==> src/dtec_defs.vh <==
`ifndef DTEC_DEFS_VH
`define DTEC_DEFS_VH

// ============================================================
// Register offsets (byte addresses on the 8-bit register port)
// ============================================================
`define DTEC_OFS_RUN_FLAG    8'h88
`define DTEC_OFS_MODE_CTRL   8'h89
`define DTEC_OFS_LOW0        8'h8A
`define DTEC_OFS_LOW1        8'h8B
`define DTEC_OFS_HIGH0       8'h8C
`define DTEC_OFS_HIGH1       8'h8D
`define DTEC_OFS_TOGGLE_EN   8'h8E
`define DTEC_OFS_IRQ_STATUS  8'h90
`define DTEC_OFS_IRQ_MASK    8'h91

// ============================================================
// Mode control field positions
// ============================================================
`define DTEC_MC_GATE1        7
`define DTEC_MC_SRC1         6
`define DTEC_MC_MODE1_HI     5
`define DTEC_MC_MODE1_LO     4
`define DTEC_MC_GATE0        3
`define DTEC_MC_SRC0         2
`define DTEC_MC_MODE0_HI     1
`define DTEC_MC_MODE0_LO     0

// ============================================================
// Run and flag register field positions
// ============================================================
`define DTEC_RF_FLAG1        7
`define DTEC_RF_RUN1         6
`define DTEC_RF_FLAG0        5
`define DTEC_RF_RUN0         4

// ============================================================
// Toggle enable and interrupt field positions
// ============================================================
`define DTEC_TG_EN0          0
`define DTEC_TG_EN1          1
`define DTEC_IRQ_OVF0        0
`define DTEC_IRQ_OVF1        1

// ============================================================
// Operating modes
// ============================================================
`define DTEC_MODE_13BIT      2'h0
`define DTEC_MODE_16BIT      2'h1
`define DTEC_MODE_RELOAD     2'h2
`define DTEC_MODE_SPLIT      2'h3

// ============================================================
// Reset values and timing
// ============================================================
`define DTEC_RST_BYTE        8'h00
`define DTEC_RST_IRQ         2'h0
`define DTEC_MCYCLE_CLKS     3'h6
`define DTEC_MCYCLE_LAST     3'h5

`endif

==> src/dtec_mcycle.v <==
`timescale 1ns/10ps
`include "dtec_defs.vh"

// ============================================================
// Machine cycle strobe: one pulse every six clocks
// ============================================================
module dtec_mcycle (
  // Clock and reset
  input  wire i_clk,
  input  wire i_rst_n,
  // Machine cycle strobe
  output wire o_tick
);

  reg [2:0] phase_q;
  reg [2:0] phase_d;

  // Count the six clock phases of a machine cycle.
  always @* begin
    if (phase_q == `DTEC_MCYCLE_LAST) begin
      phase_d = 3'h0;
    end else begin
      phase_d = phase_q + 3'h1;
    end
  end

  always @(posedge i_clk) begin
    if (!i_rst_n) begin
      phase_q <= 3'h0;
    end else begin
      phase_q <= phase_d;
    end
  end

  // The strobe marks the last phase, so the first tick comes six clocks after reset.
  assign o_tick = (phase_q == `DTEC_MCYCLE_LAST);

endmodule

==> src/dtec_count_pin.v <==
`timescale 1ns/10ps
`include "dtec_defs.vh"

// ============================================================
// Count pin sampler and overflow toggle driver, one per timer
// ============================================================
module dtec_count_pin (
  // Clock and reset
  input  wire i_clk,
  input  wire i_rst_n,
  // Machine cycle strobe and overflow event
  input  wire i_tick,
  input  wire i_overflow,
  input  wire i_toggle_en,
  // Pin
  input  wire i_pin,
  output wire o_pin,
  output wire o_pin_oe,
  // Detected falling edge, held for one machine cycle
  output wire o_fall
);

  reg sample_q;
  reg fall_q;
  reg level_q;

  // Sample once per machine cycle; a high then a low sample is an edge.
  always @(posedge i_clk) begin
    if (!i_rst_n) begin
      sample_q <= 1'b0;
      fall_q   <= 1'b0;
    end else if (i_tick) begin
      sample_q <= i_pin;
      fall_q   <= sample_q & ~i_pin;
    end
  end

  // Toggle output idles high, so the first overflow drives it low.
  always @(posedge i_clk) begin
    if (!i_rst_n) begin
      level_q <= 1'b1;
    end else if (!i_toggle_en) begin
      level_q <= 1'b1;
    end else if (i_overflow) begin
      level_q <= ~level_q;
    end
  end

  assign o_fall   = fall_q;
  assign o_pin    = level_q;
  assign o_pin_oe = i_toggle_en;

endmodule

==> src/dtec_timer.v <==
// Our own choice: the strobed register port.
`timescale 1ns/10ps
`include "dtec_defs.vh"

// Notes on behaviour
// - Timer function counts one per machine cycle of six clocks.
// - Counter function samples the pin each machine cycle, counts high-then-low.
// - The count shows in the machine cycle after the edge was detected.
// - Edge recognition takes two machine cycles, twelve clocks.
// - Source bit clear selects machine cycles, set selects the count pin.
// - Gate set: count only while gate pin high and run set; split mode: high byte ungated, second timer needs no run bit.
// - Two mode bits per timer select one of four modes.
// - Modes zero to two equal for both timers; mode three differs.
// - Optional toggle of each count pin on that timer's overflow.
// - Mode zero: 13-bit count, low five bits act as prescaler.
// - Mode one: full sixteen-bit cascade, no prescaler.
// - Mode two: low byte counts, reloads from high byte on overflow.
// - Mode three: second timer stops; first splits into two bytes.
module dtec_timer (
  // Clock and reset
  input  wire       i_clk,
  input  wire       i_rst_n,
  // Register port
  input  wire [7:0] i_addr,
  input  wire [7:0] i_wdata,
  input  wire       i_wr,
  input  wire       i_rd,
  output reg  [7:0] o_rdata,
  // First timer pins
  input  wire       i_first_count_pin,
  output wire       o_first_count_pin,
  output wire       o_first_count_pin_oe,
  input  wire       i_first_gate_pin,
  // Second timer pins
  input  wire       i_second_count_pin,
  output wire       o_second_count_pin,
  output wire       o_second_count_pin_oe,
  input  wire       i_second_gate_pin,
  // Interrupt
  output wire       o_irq
);

  // ============================================================
  // Register state
  // ============================================================
  reg  [7:0] timer_mode_control_q;
  reg  [7:0] low0_q;
  reg  [7:0] low1_q;
  reg  [7:0] high0_q;
  reg  [7:0] high1_q;
  reg        first_timer_run_q;
  reg        second_timer_run_q;
  reg        first_timer_overflow_flag_q;
  reg        second_timer_overflow_flag_q;
  reg  [1:0] toggle_en_q;
  reg  [1:0] irq_status_q;
  reg  [1:0] irq_mask_q;

  reg  [7:0] low0_d;
  reg  [7:0] low1_d;
  reg  [7:0] high0_d;
  reg  [7:0] high1_d;
  reg        ovf0;
  reg        ovf1;
  reg        ovf_split_high;

  wire       tick;
  wire       fall0;
  wire       fall1;

  // ============================================================
  // Decoded mode control fields
  // ============================================================
  // mode field split
  wire [1:0] mode0 = {timer_mode_control_q[`DTEC_MC_MODE0_HI],
                      timer_mode_control_q[`DTEC_MC_MODE0_LO]};
  wire [1:0] mode1 = {timer_mode_control_q[`DTEC_MC_MODE1_HI],
                      timer_mode_control_q[`DTEC_MC_MODE1_LO]};
  wire       gate0 = timer_mode_control_q[`DTEC_MC_GATE0];
  wire       gate1 = timer_mode_control_q[`DTEC_MC_GATE1];
  wire       src0  = timer_mode_control_q[`DTEC_MC_SRC0];
  wire       src1  = timer_mode_control_q[`DTEC_MC_SRC1];
  wire       split = (mode0 == `DTEC_MODE_SPLIT);

  // ============================================================
  // Machine cycle and pin handling
  // ============================================================
  // machine cycle strobe
  dtec_mcycle u_mcycle (
    .i_clk   (i_clk),
    .i_rst_n (i_rst_n),
    .o_tick  (tick)
  );

  dtec_count_pin u_pin0 (
    .i_clk       (i_clk),
    .i_rst_n     (i_rst_n),
    .i_tick      (tick),
    .i_overflow  (ovf0),
    .i_toggle_en (toggle_en_q[`DTEC_TG_EN0]),
    .i_pin       (i_first_count_pin),
    .o_pin       (o_first_count_pin),
    .o_pin_oe    (o_first_count_pin_oe),
    .o_fall      (fall0)
  );

  dtec_count_pin u_pin1 (
    .i_clk       (i_clk),
    .i_rst_n     (i_rst_n),
    .i_tick      (tick),
    .i_overflow  (ovf1),
    .i_toggle_en (toggle_en_q[`DTEC_TG_EN1]),
    .i_pin       (i_second_count_pin),
    .o_pin       (o_second_count_pin),
    .o_pin_oe    (o_second_count_pin_oe),
    .o_fall      (fall1)
  );

  // ============================================================
  // Count enables
  // ============================================================
  // source select; an edge is counted at the tick after detection.
  wire pulse0 = src0 ? fall0 : 1'b1;
  wire pulse1 = src1 ? fall1 : 1'b1;

  // gating by run bit and gate pin
  wire open0 = first_timer_run_q & (~gate0 | i_first_gate_pin);
  // While the first timer is split its high byte borrows the second run bit, so the
  // second timer then ignores its run bit, counts under its gate, and is switched off via mode three.
  wire run1_eff = split | second_timer_run_q;
  wire open1 = run1_eff & (~gate1 | i_second_gate_pin);

  wire inc0 = tick & open0 & pulse0;
  wire inc1 = tick & open1 & pulse1;
  // split high byte counts machine cycles under the second run bit
  wire inc_split_high = tick & second_timer_run_q & split;

  // ============================================================
  // Shared counter step for modes zero to two
  // ============================================================
  // Returns {overflow, high, low}. same behaviour for both timers.
  function [16:0] step;
    input [1:0] mode;
    input [7:0] hi;
    input [7:0] lo;
    reg   [16:0] r;
    begin
      r = {1'b0, hi, lo};
      case (mode)
        // thirteen-bit count; upper three low bits left alone
        `DTEC_MODE_13BIT: begin
          r[4:0] = lo[4:0] + 5'h01;
          if (&lo[4:0]) begin
            r[15:8] = hi + 8'h01;
            r[16]   = &hi;
          end
        end
        `DTEC_MODE_16BIT: begin
          r[15:0] = {hi, lo} + 16'h0001;
          r[16]   = &{hi, lo};
        end
        // reload low byte from high byte
        `DTEC_MODE_RELOAD: begin
          if (&lo) begin
            r[7:0] = hi;
            r[16]  = 1'b1;
          end else begin
            r[7:0] = lo + 8'h01;
          end
        end
        default: begin
          r = {1'b0, hi, lo};
        end
      endcase
      step = r;
    end
  endfunction

  // ============================================================
  // Next counter values; software writes win over counting
  // ============================================================
  always @* begin
    low0_d         = low0_q;
    high0_d        = high0_q;
    low1_d         = low1_q;
    high1_d        = high1_q;
    ovf0           = 1'b0;
    ovf1           = 1'b0;
    ovf_split_high = 1'b0;
    if (split) begin
      if (inc0) begin
        low0_d = low0_q + 8'h01;
        ovf0   = &low0_q;
      end
      if (inc_split_high) begin
        high0_d        = high0_q + 8'h01;
        ovf_split_high = &high0_q;
      end
    end else if (inc0) begin
      {ovf0, high0_d, low0_d} = step(mode0, high0_q, low0_q);
    end
    // second timer stops in mode three
    if (inc1 && (mode1 != `DTEC_MODE_SPLIT)) begin
      {ovf1, high1_d, low1_d} = step(mode1, high1_q, low1_q);
    end
  end

  // split high byte takes over the second overflow flag
  wire set_flag0 = ovf0;
  wire set_flag1 = split ? ovf_split_high : ovf1;

  wire wr_rf   = i_wr & (i_addr == `DTEC_OFS_RUN_FLAG);
  wire rd_stat = i_rd & (i_addr == `DTEC_OFS_IRQ_STATUS);

  // ============================================================
  // Counter registers
  // ============================================================
  // run bit changes never clear the counts
  always @(posedge i_clk) begin
    if (!i_rst_n) begin
      low0_q  <= `DTEC_RST_BYTE;
      low1_q  <= `DTEC_RST_BYTE;
      high0_q <= `DTEC_RST_BYTE;
      high1_q <= `DTEC_RST_BYTE;
    end else begin
      low0_q  <= (i_wr && i_addr == `DTEC_OFS_LOW0)  ? i_wdata : low0_d;
      low1_q  <= (i_wr && i_addr == `DTEC_OFS_LOW1)  ? i_wdata : low1_d;
      high0_q <= (i_wr && i_addr == `DTEC_OFS_HIGH0) ? i_wdata : high0_d;
      high1_q <= (i_wr && i_addr == `DTEC_OFS_HIGH1) ? i_wdata : high1_d;
    end
  end

  // ============================================================
  // Control registers
  // ============================================================
  // Plain configuration registers written by software.
  always @(posedge i_clk) begin
    if (!i_rst_n) begin
      timer_mode_control_q <= `DTEC_RST_BYTE;
      toggle_en_q          <= 2'h0;
      irq_mask_q           <= `DTEC_RST_IRQ;
      first_timer_run_q    <= 1'b0;
      second_timer_run_q   <= 1'b0;
    end else if (i_wr) begin
      case (i_addr)
        `DTEC_OFS_MODE_CTRL: begin
          timer_mode_control_q <= i_wdata;
        end
        `DTEC_OFS_TOGGLE_EN: begin
          toggle_en_q <= {i_wdata[`DTEC_TG_EN1], i_wdata[`DTEC_TG_EN0]};
        end
        `DTEC_OFS_IRQ_MASK: begin
          irq_mask_q <= i_wdata[1:0];
        end
        `DTEC_OFS_RUN_FLAG: begin
          first_timer_run_q  <= i_wdata[`DTEC_RF_RUN0];
          second_timer_run_q <= i_wdata[`DTEC_RF_RUN1];
        end
        default: begin
          first_timer_run_q <= first_timer_run_q;
        end
      endcase
    end
  end

  // ============================================================
  // Overflow flags and interrupt status
  // ============================================================
  // hardware set beats a software clear in the same cycle.
  always @(posedge i_clk) begin
    if (!i_rst_n) begin
      first_timer_overflow_flag_q  <= 1'b0;
      second_timer_overflow_flag_q <= 1'b0;
    end else begin
      if (set_flag0) begin
        first_timer_overflow_flag_q <= 1'b1;
      end else if (wr_rf) begin
        first_timer_overflow_flag_q <= i_wdata[`DTEC_RF_FLAG0];
      end
      if (set_flag1) begin
        second_timer_overflow_flag_q <= 1'b1;
      end else if (wr_rf) begin
        second_timer_overflow_flag_q <= i_wdata[`DTEC_RF_FLAG1];
      end
    end
  end

  // Sticky events cleared by reading; an event in the read cycle survives.
  always @(posedge i_clk) begin
    if (!i_rst_n) begin
      irq_status_q <= `DTEC_RST_IRQ;
    end else begin
      irq_status_q <= (rd_stat ? 2'h0 : irq_status_q) | {set_flag1, set_flag0};
    end
  end

  assign o_irq = |(irq_status_q & irq_mask_q);

  // ============================================================
  // Read data, valid in the cycle after the read strobe
  // ============================================================
  // Unmapped addresses read as zero.
  always @(posedge i_clk) begin
    if (!i_rst_n) begin
      o_rdata <= 8'h00;
    end else if (i_rd) begin
      case (i_addr)
        `DTEC_OFS_RUN_FLAG: begin
          o_rdata <= {second_timer_overflow_flag_q, second_timer_run_q,
                      first_timer_overflow_flag_q, first_timer_run_q, 4'h0};
        end
        `DTEC_OFS_MODE_CTRL: begin
          o_rdata <= timer_mode_control_q;
        end
        `DTEC_OFS_LOW0: begin
          o_rdata <= low0_q;
        end
        `DTEC_OFS_LOW1: begin
          o_rdata <= low1_q;
        end
        `DTEC_OFS_HIGH0: begin
          o_rdata <= high0_q;
        end
        `DTEC_OFS_HIGH1: begin
          o_rdata <= high1_q;
        end
        `DTEC_OFS_TOGGLE_EN: begin
          o_rdata <= {6'h00, toggle_en_q};
        end
        `DTEC_OFS_IRQ_STATUS: begin
          o_rdata <= {6'h00, irq_status_q};
        end
        `DTEC_OFS_IRQ_MASK: begin
          o_rdata <= {6'h00, irq_mask_q};
        end
        default: begin
          o_rdata <= 8'h00;
        end
      endcase
    end
  end

endmodule

==> config.mk <==
export PLATFORM = sky130hd
export DESIGN_NAME = dtec_timer
export DESIGN_NICKNAME = d
export VERILOG_FILES = /design/src/dtec_mcycle.v /design/src/dtec_count_pin.v /design/src/dtec_timer.v
export VERILOG_INCLUDE_DIRS = /design/src
export SDC_FILE = /design/constraint.sdc
export NUM_CORES = 1
export LEC_CHECK = 0
export BUFFER_PORTS_ARGS = -buffer_cell sky130_fd_sc_hd__buf_2
export CAP_MARGIN = 10
export CORE_ASPECT_RATIO = 0.7
export CORE_MARGIN = 2
export CORE_UTILIZATION = 25
export CTS_BUF_LIST = sky130_fd_sc_hd__clkbuf_4
export DETAILED_ROUTE_END_ITERATION = 16
export SLEW_MARGIN = 20
export SYNTH_ARGS = -nofsm -noshare
export SYNTH_HDL_FRONTEND = slang
export SYNTH_SLANG_ARGS = --single-unit
==> constraint.sdc <==
create_clock -name i_clk -period 2.5 [get_ports i_clk]
set_clock_uncertainty 0.15 [all_clocks]
set_input_delay 0.375 -clock i_clk [delete_from_list [all_inputs] [get_ports i_clk]]
set_output_delay 0.375 -clock i_clk [all_outputs]
set_load 0.02 [all_outputs]
==> results.md <==
- The run finished with clean final reports.
- The effective utilization at floorplan is 25.7%.
- The total power of the final layout is 1.98 mW.
- The clock latency at the later pin of the worst-skew pair is 0.46 ns.
- Entering global routing, the biggest net connects 29 pins.
- In the final design database the tool counted 633 nets.
- The total leakage power is 1.88 nW.
- The TritonCTS clock tree is done.
- The worst-margin pin slew is 0.552 ns.
- The port buffer count is 36.
- The signal on the critical path passes through ha_1 > nand3_1 > or2_1 > a2111o_1 > a221oi_1 > o32ai_1.
- The tool flagged a number of max-cap violations equal to 0.
- Timing would allow up to 420 MHz.
- The total clock sinks is 67.
- Counting every instance in the synthesized netlist gives 541.
- From left edge to right edge, the die measures 163 um.
- The final sum of negative setup slack is 0 ns.
- The average size of a mapped cell is 8.21 um2.
- Summed over all layers, the global routing overflow is 0.
- Of the cells placed in the final design, the portion with a size suffix greater than 1 is 19.2%.
- For this design, the slowest cell found on the critical path is a2111o_1.
- The placed instances occupy a cell area of 0.00501 mm2.
- In this run the remaining antenna-violating nets after routing total 0.
- Setup repair after global routing left no endpoint under its margin.
- The remaining max-slew budget at the tightest pin is 63.1%.
- The most instantiated flip-flop cell in the synthesis netlist is dfxtp_1.
- Measured along the y axis, the die boundary spans 116 um.
- The clock tree buffer depth is 2.
- The via count of the first global-routing pass is 4105.
- The filler-free cell count of the finished design is 829.
- The min-delay analysis places its worst path in the category in2reg.
- The final antenna diode count is 0.
- The start-to-end type of the worst setup path is reg2reg.
- At the worst endpoint, the required time is 2.69 ns.
- The total number of vias is 4638.
- The total die area is 0.0189 mm2.
- In the final routed layout, each cell accounts on average for 19.2 um.
- The first global-routing pass estimated 24300 um of wire.
- The multi-input combinational cells in the finished layout cover a total of 0.00291 mm2.
- In the final layout, flip-flops and latches occupy 0.00135 mm2.
- In the routed design, unresolved DRC markers number 0.
- The power density normalized to cell area is 380 mW/mm2.
- The initial antenna violation count is 0.
- The worst supply voltage drop on vdd is 0.000224 V.
- The worst register-to-register path has a setup slack of 0.12 ns.
- After clock tree synthesis, the clock-pin slew on the worst setup and hold paths is 0.12 ns.
- In the global route stage, overall resource usage came out at 17.0%.
- STA classifies the critical path startpoint as a register.
- The congestion estimate from routability-driven global placement came to 0.960.
- The cell row count is 40.
- The category of the worst setup path capture point is a register.
- The final wirelength is 15900 um.
- The hold violation count in the final report is 0.
- The final non-filler cell area is 0.00520 mm2.
- The root cell of the clock tree is clkbuf_4.
- From synthesis to final layout, the design area changed by 17.0%.
- The worst path uses 95.3% of the clock period.
- The initial detailed-routing violation count is 471.
- Once layout is complete, the utilization of the core stands at 30.1%.
- The shortest clock period the worst path allows after layout is 2.38 ns.
- The proportion of synthesized flip-flops having asynchronous set or reset is 0%.
- In this design, the stage delay of the slowest critical-path cell is 0.47 ns.
- The data arrival time of the critical path is 2.57 ns.
- The number of placed I/O pins is 37.
- In this run the cell area of the synthesized design comes to 0.00444 mm2.
- The synthesized netlist contains 73 unique library cells.
- Yosys mapped a number of flops with a built-in enable equal to 0.
- For this run, the number of Yosys warnings is 0.
- The core region is 0.0173 mm2.
- The max-slew violation total from the final report was 0.
- In this run, CTS created clock tree buffers numbering 9.
- Along the worst path, the maximum fanout reaches 6.
- The HPWL reported at the end of detailed placement is 11900 um.
- The placed instance count is 808.
- The share of the Yosys chip area taken by registers is 30.2%.
- The H-tree depth is 3.
- The first detailed-routing pass took 5 iterations.
- The synthesized flop and latch total is 67.
- The number of filler cells placed in the layout is 1870.
- The via density per instance is 5.59.
- Setup violations remaining at the end of the flow were counted as 0.
- The number of nets handed over by synthesis was 581.
-- cells in the mapped netlist (all sizes together), types with 3 or more instances --
cell type	instances	area, um2
nand2	51	191
xor2	8	70.1
mux2	5	56.3
a221oi	7	61.3
a2bb2oi	3	26.3
and2	8	50.1
nor2b	7	43.8
o32ai	10	87.6
a31oi	9	56.3
dfxtp	67	1340
a211oi	8	60.1
and4	5	43.8
o21ai	42	210
nand4	12	87.6
nor3	18	106
or3	3	18.8
a41oi	4	35.0
o22ai	4	25.0
mux4	4	90.1
and3	9	56.3
o31ai	5	51.3
nand3b	5	37.5
nand3	25	125
nor4	7	56.3
a22o	4	35.0
ha	16	200
xnor2	6	52.6
nand2b	5	31.3
o2111a	3	33.8
a22oi	3	22.5
o21a	4	30.0
a21oi	26	130
nor2	38	143
clkbuf	19	73.8
inv	14	52.6
mux2i	22	220
buf	12	62.6
or4	3	26.3
o211ai	6	45.0
a21o	7	52.6
-- sequential cells by signal, indices dropped and copies added, names as in the netlist, 2 cells and up --
signal                count
high0_q                   8
high1_q                   8
low0_q                    8
low1_q                    8
o_rdata                   8
timer_mode_control_q      8
u_mcycle.phase_q          3
irq_mask_q                2
irq_status_q              2
toggle_en_q               2
-- worst paths after layout --
path	to	from	cells after the start
max	low0_q[4]	low0_q[0]	6
min	irq_status_q[1]	i_rst_n	2
max reg2reg	low0_q[4]	low0_q[0]	6
min reg2reg	u_pin1.o_pin	toggle_en_q[1]	1
-- layer usage --
metal,wire length (um),track usage (%),share of wire [%]
met1,7800,25.9,49
met2,6210,22.6,39
met3,1730,5.91,11
met4,189,3.66,1.2
met5,0,0,0
-- metrics by stage --
step / hold WS [ns] / setup slack (ns)
after floorplan: 0.271 / 0.263
after global placement: 0.276 / 0.0842
after detailed placement: 0.275 / 0.122
after CTS: 0.0923 / 0.106
after global routing: 0.0942 / 0.0205
final: 0.108 / 0.117
-- timing repair --
action	4_1_cts	5_1_grt
gates resized for setup	0	5
hold buffers	2	0
hold endpoints to repair	2	0
setup buffers	0	3
setup endpoints to repair	0	8
-- layout by cell type (no fill, tap or decap), types with 4 or more instances in the layout --
cell type / count
o31ai_1: 4
o32ai_1: 10
a21oi_1: 26
o21a_1: 4
nor2_1: 38
a31oi_1: 9
nor4_1: 5
a41oi_1: 4
nor2b_1: 7
and3_1: 9
nand3b_1: 5
and4_1: 5
and2_1: 8
a22o_1: 4
nand2b_1: 5
nor3_1: 16
xnor2_1: 6
nand4_1: 10
clkbuf_4: 10
o22ai_1: 4
nand3_1: 25
a21o_1: 7
o21ai_0: 39
a221oi_1: 7
buf_2: 36
mux2_2: 5
a211oi_1: 8
nand2_1: 51
buf_4: 34
ha_1: 15
inv_1: 13
xor2_1: 8
dfxtp_2: 4
mux4_2: 4
dfxtp_1: 63
mux2i_1: 22
o211ai_1: 6
-- power breakdown --
group          total, mW  leakage, nW  internal, mW  switching (mW)
sequential          1.08        0.542          1.07         0.00496
clock              0.757       0.0768         0.317           0.440
combinational      0.141         1.26        0.0449          0.0960
-- cell families (layout without fill, tap and decap cells) --
group           after synthesis  in the layout  synth area share [%]
buf+inv                      45            102                  4.25
flops                        67             67                  30.2
simple gates                204            204                  24.3
fa+ha+maj                    16             16                  4.51
xor+xnor                     14             14                  2.76
mux                          31             31                  8.25
compound gates              164            164                  25.7
-- critical path: cells and delay by family (launching register included) --
kind,cells,cell delay [ns]
AO/OA/AOI/OAI,3,1.00
AND/OR/NAND/NOR,2,0.47
flip-flops,1,0.40
adder cells (fa/ha/maj),1,0.24
-- final cells by class --
type / count / share of cell area [%]
clock inverters: 6 / 1.25
multi-input cells: 429 / 56.1
clock buffers: 10 / 1.44
repair buffers: 72 / 8.76
inverters: 14 / 1.01
well taps: 231 / 5.56
flip-flops and latches: 67 / 25.9
Power figures use the tool's default switching activity.
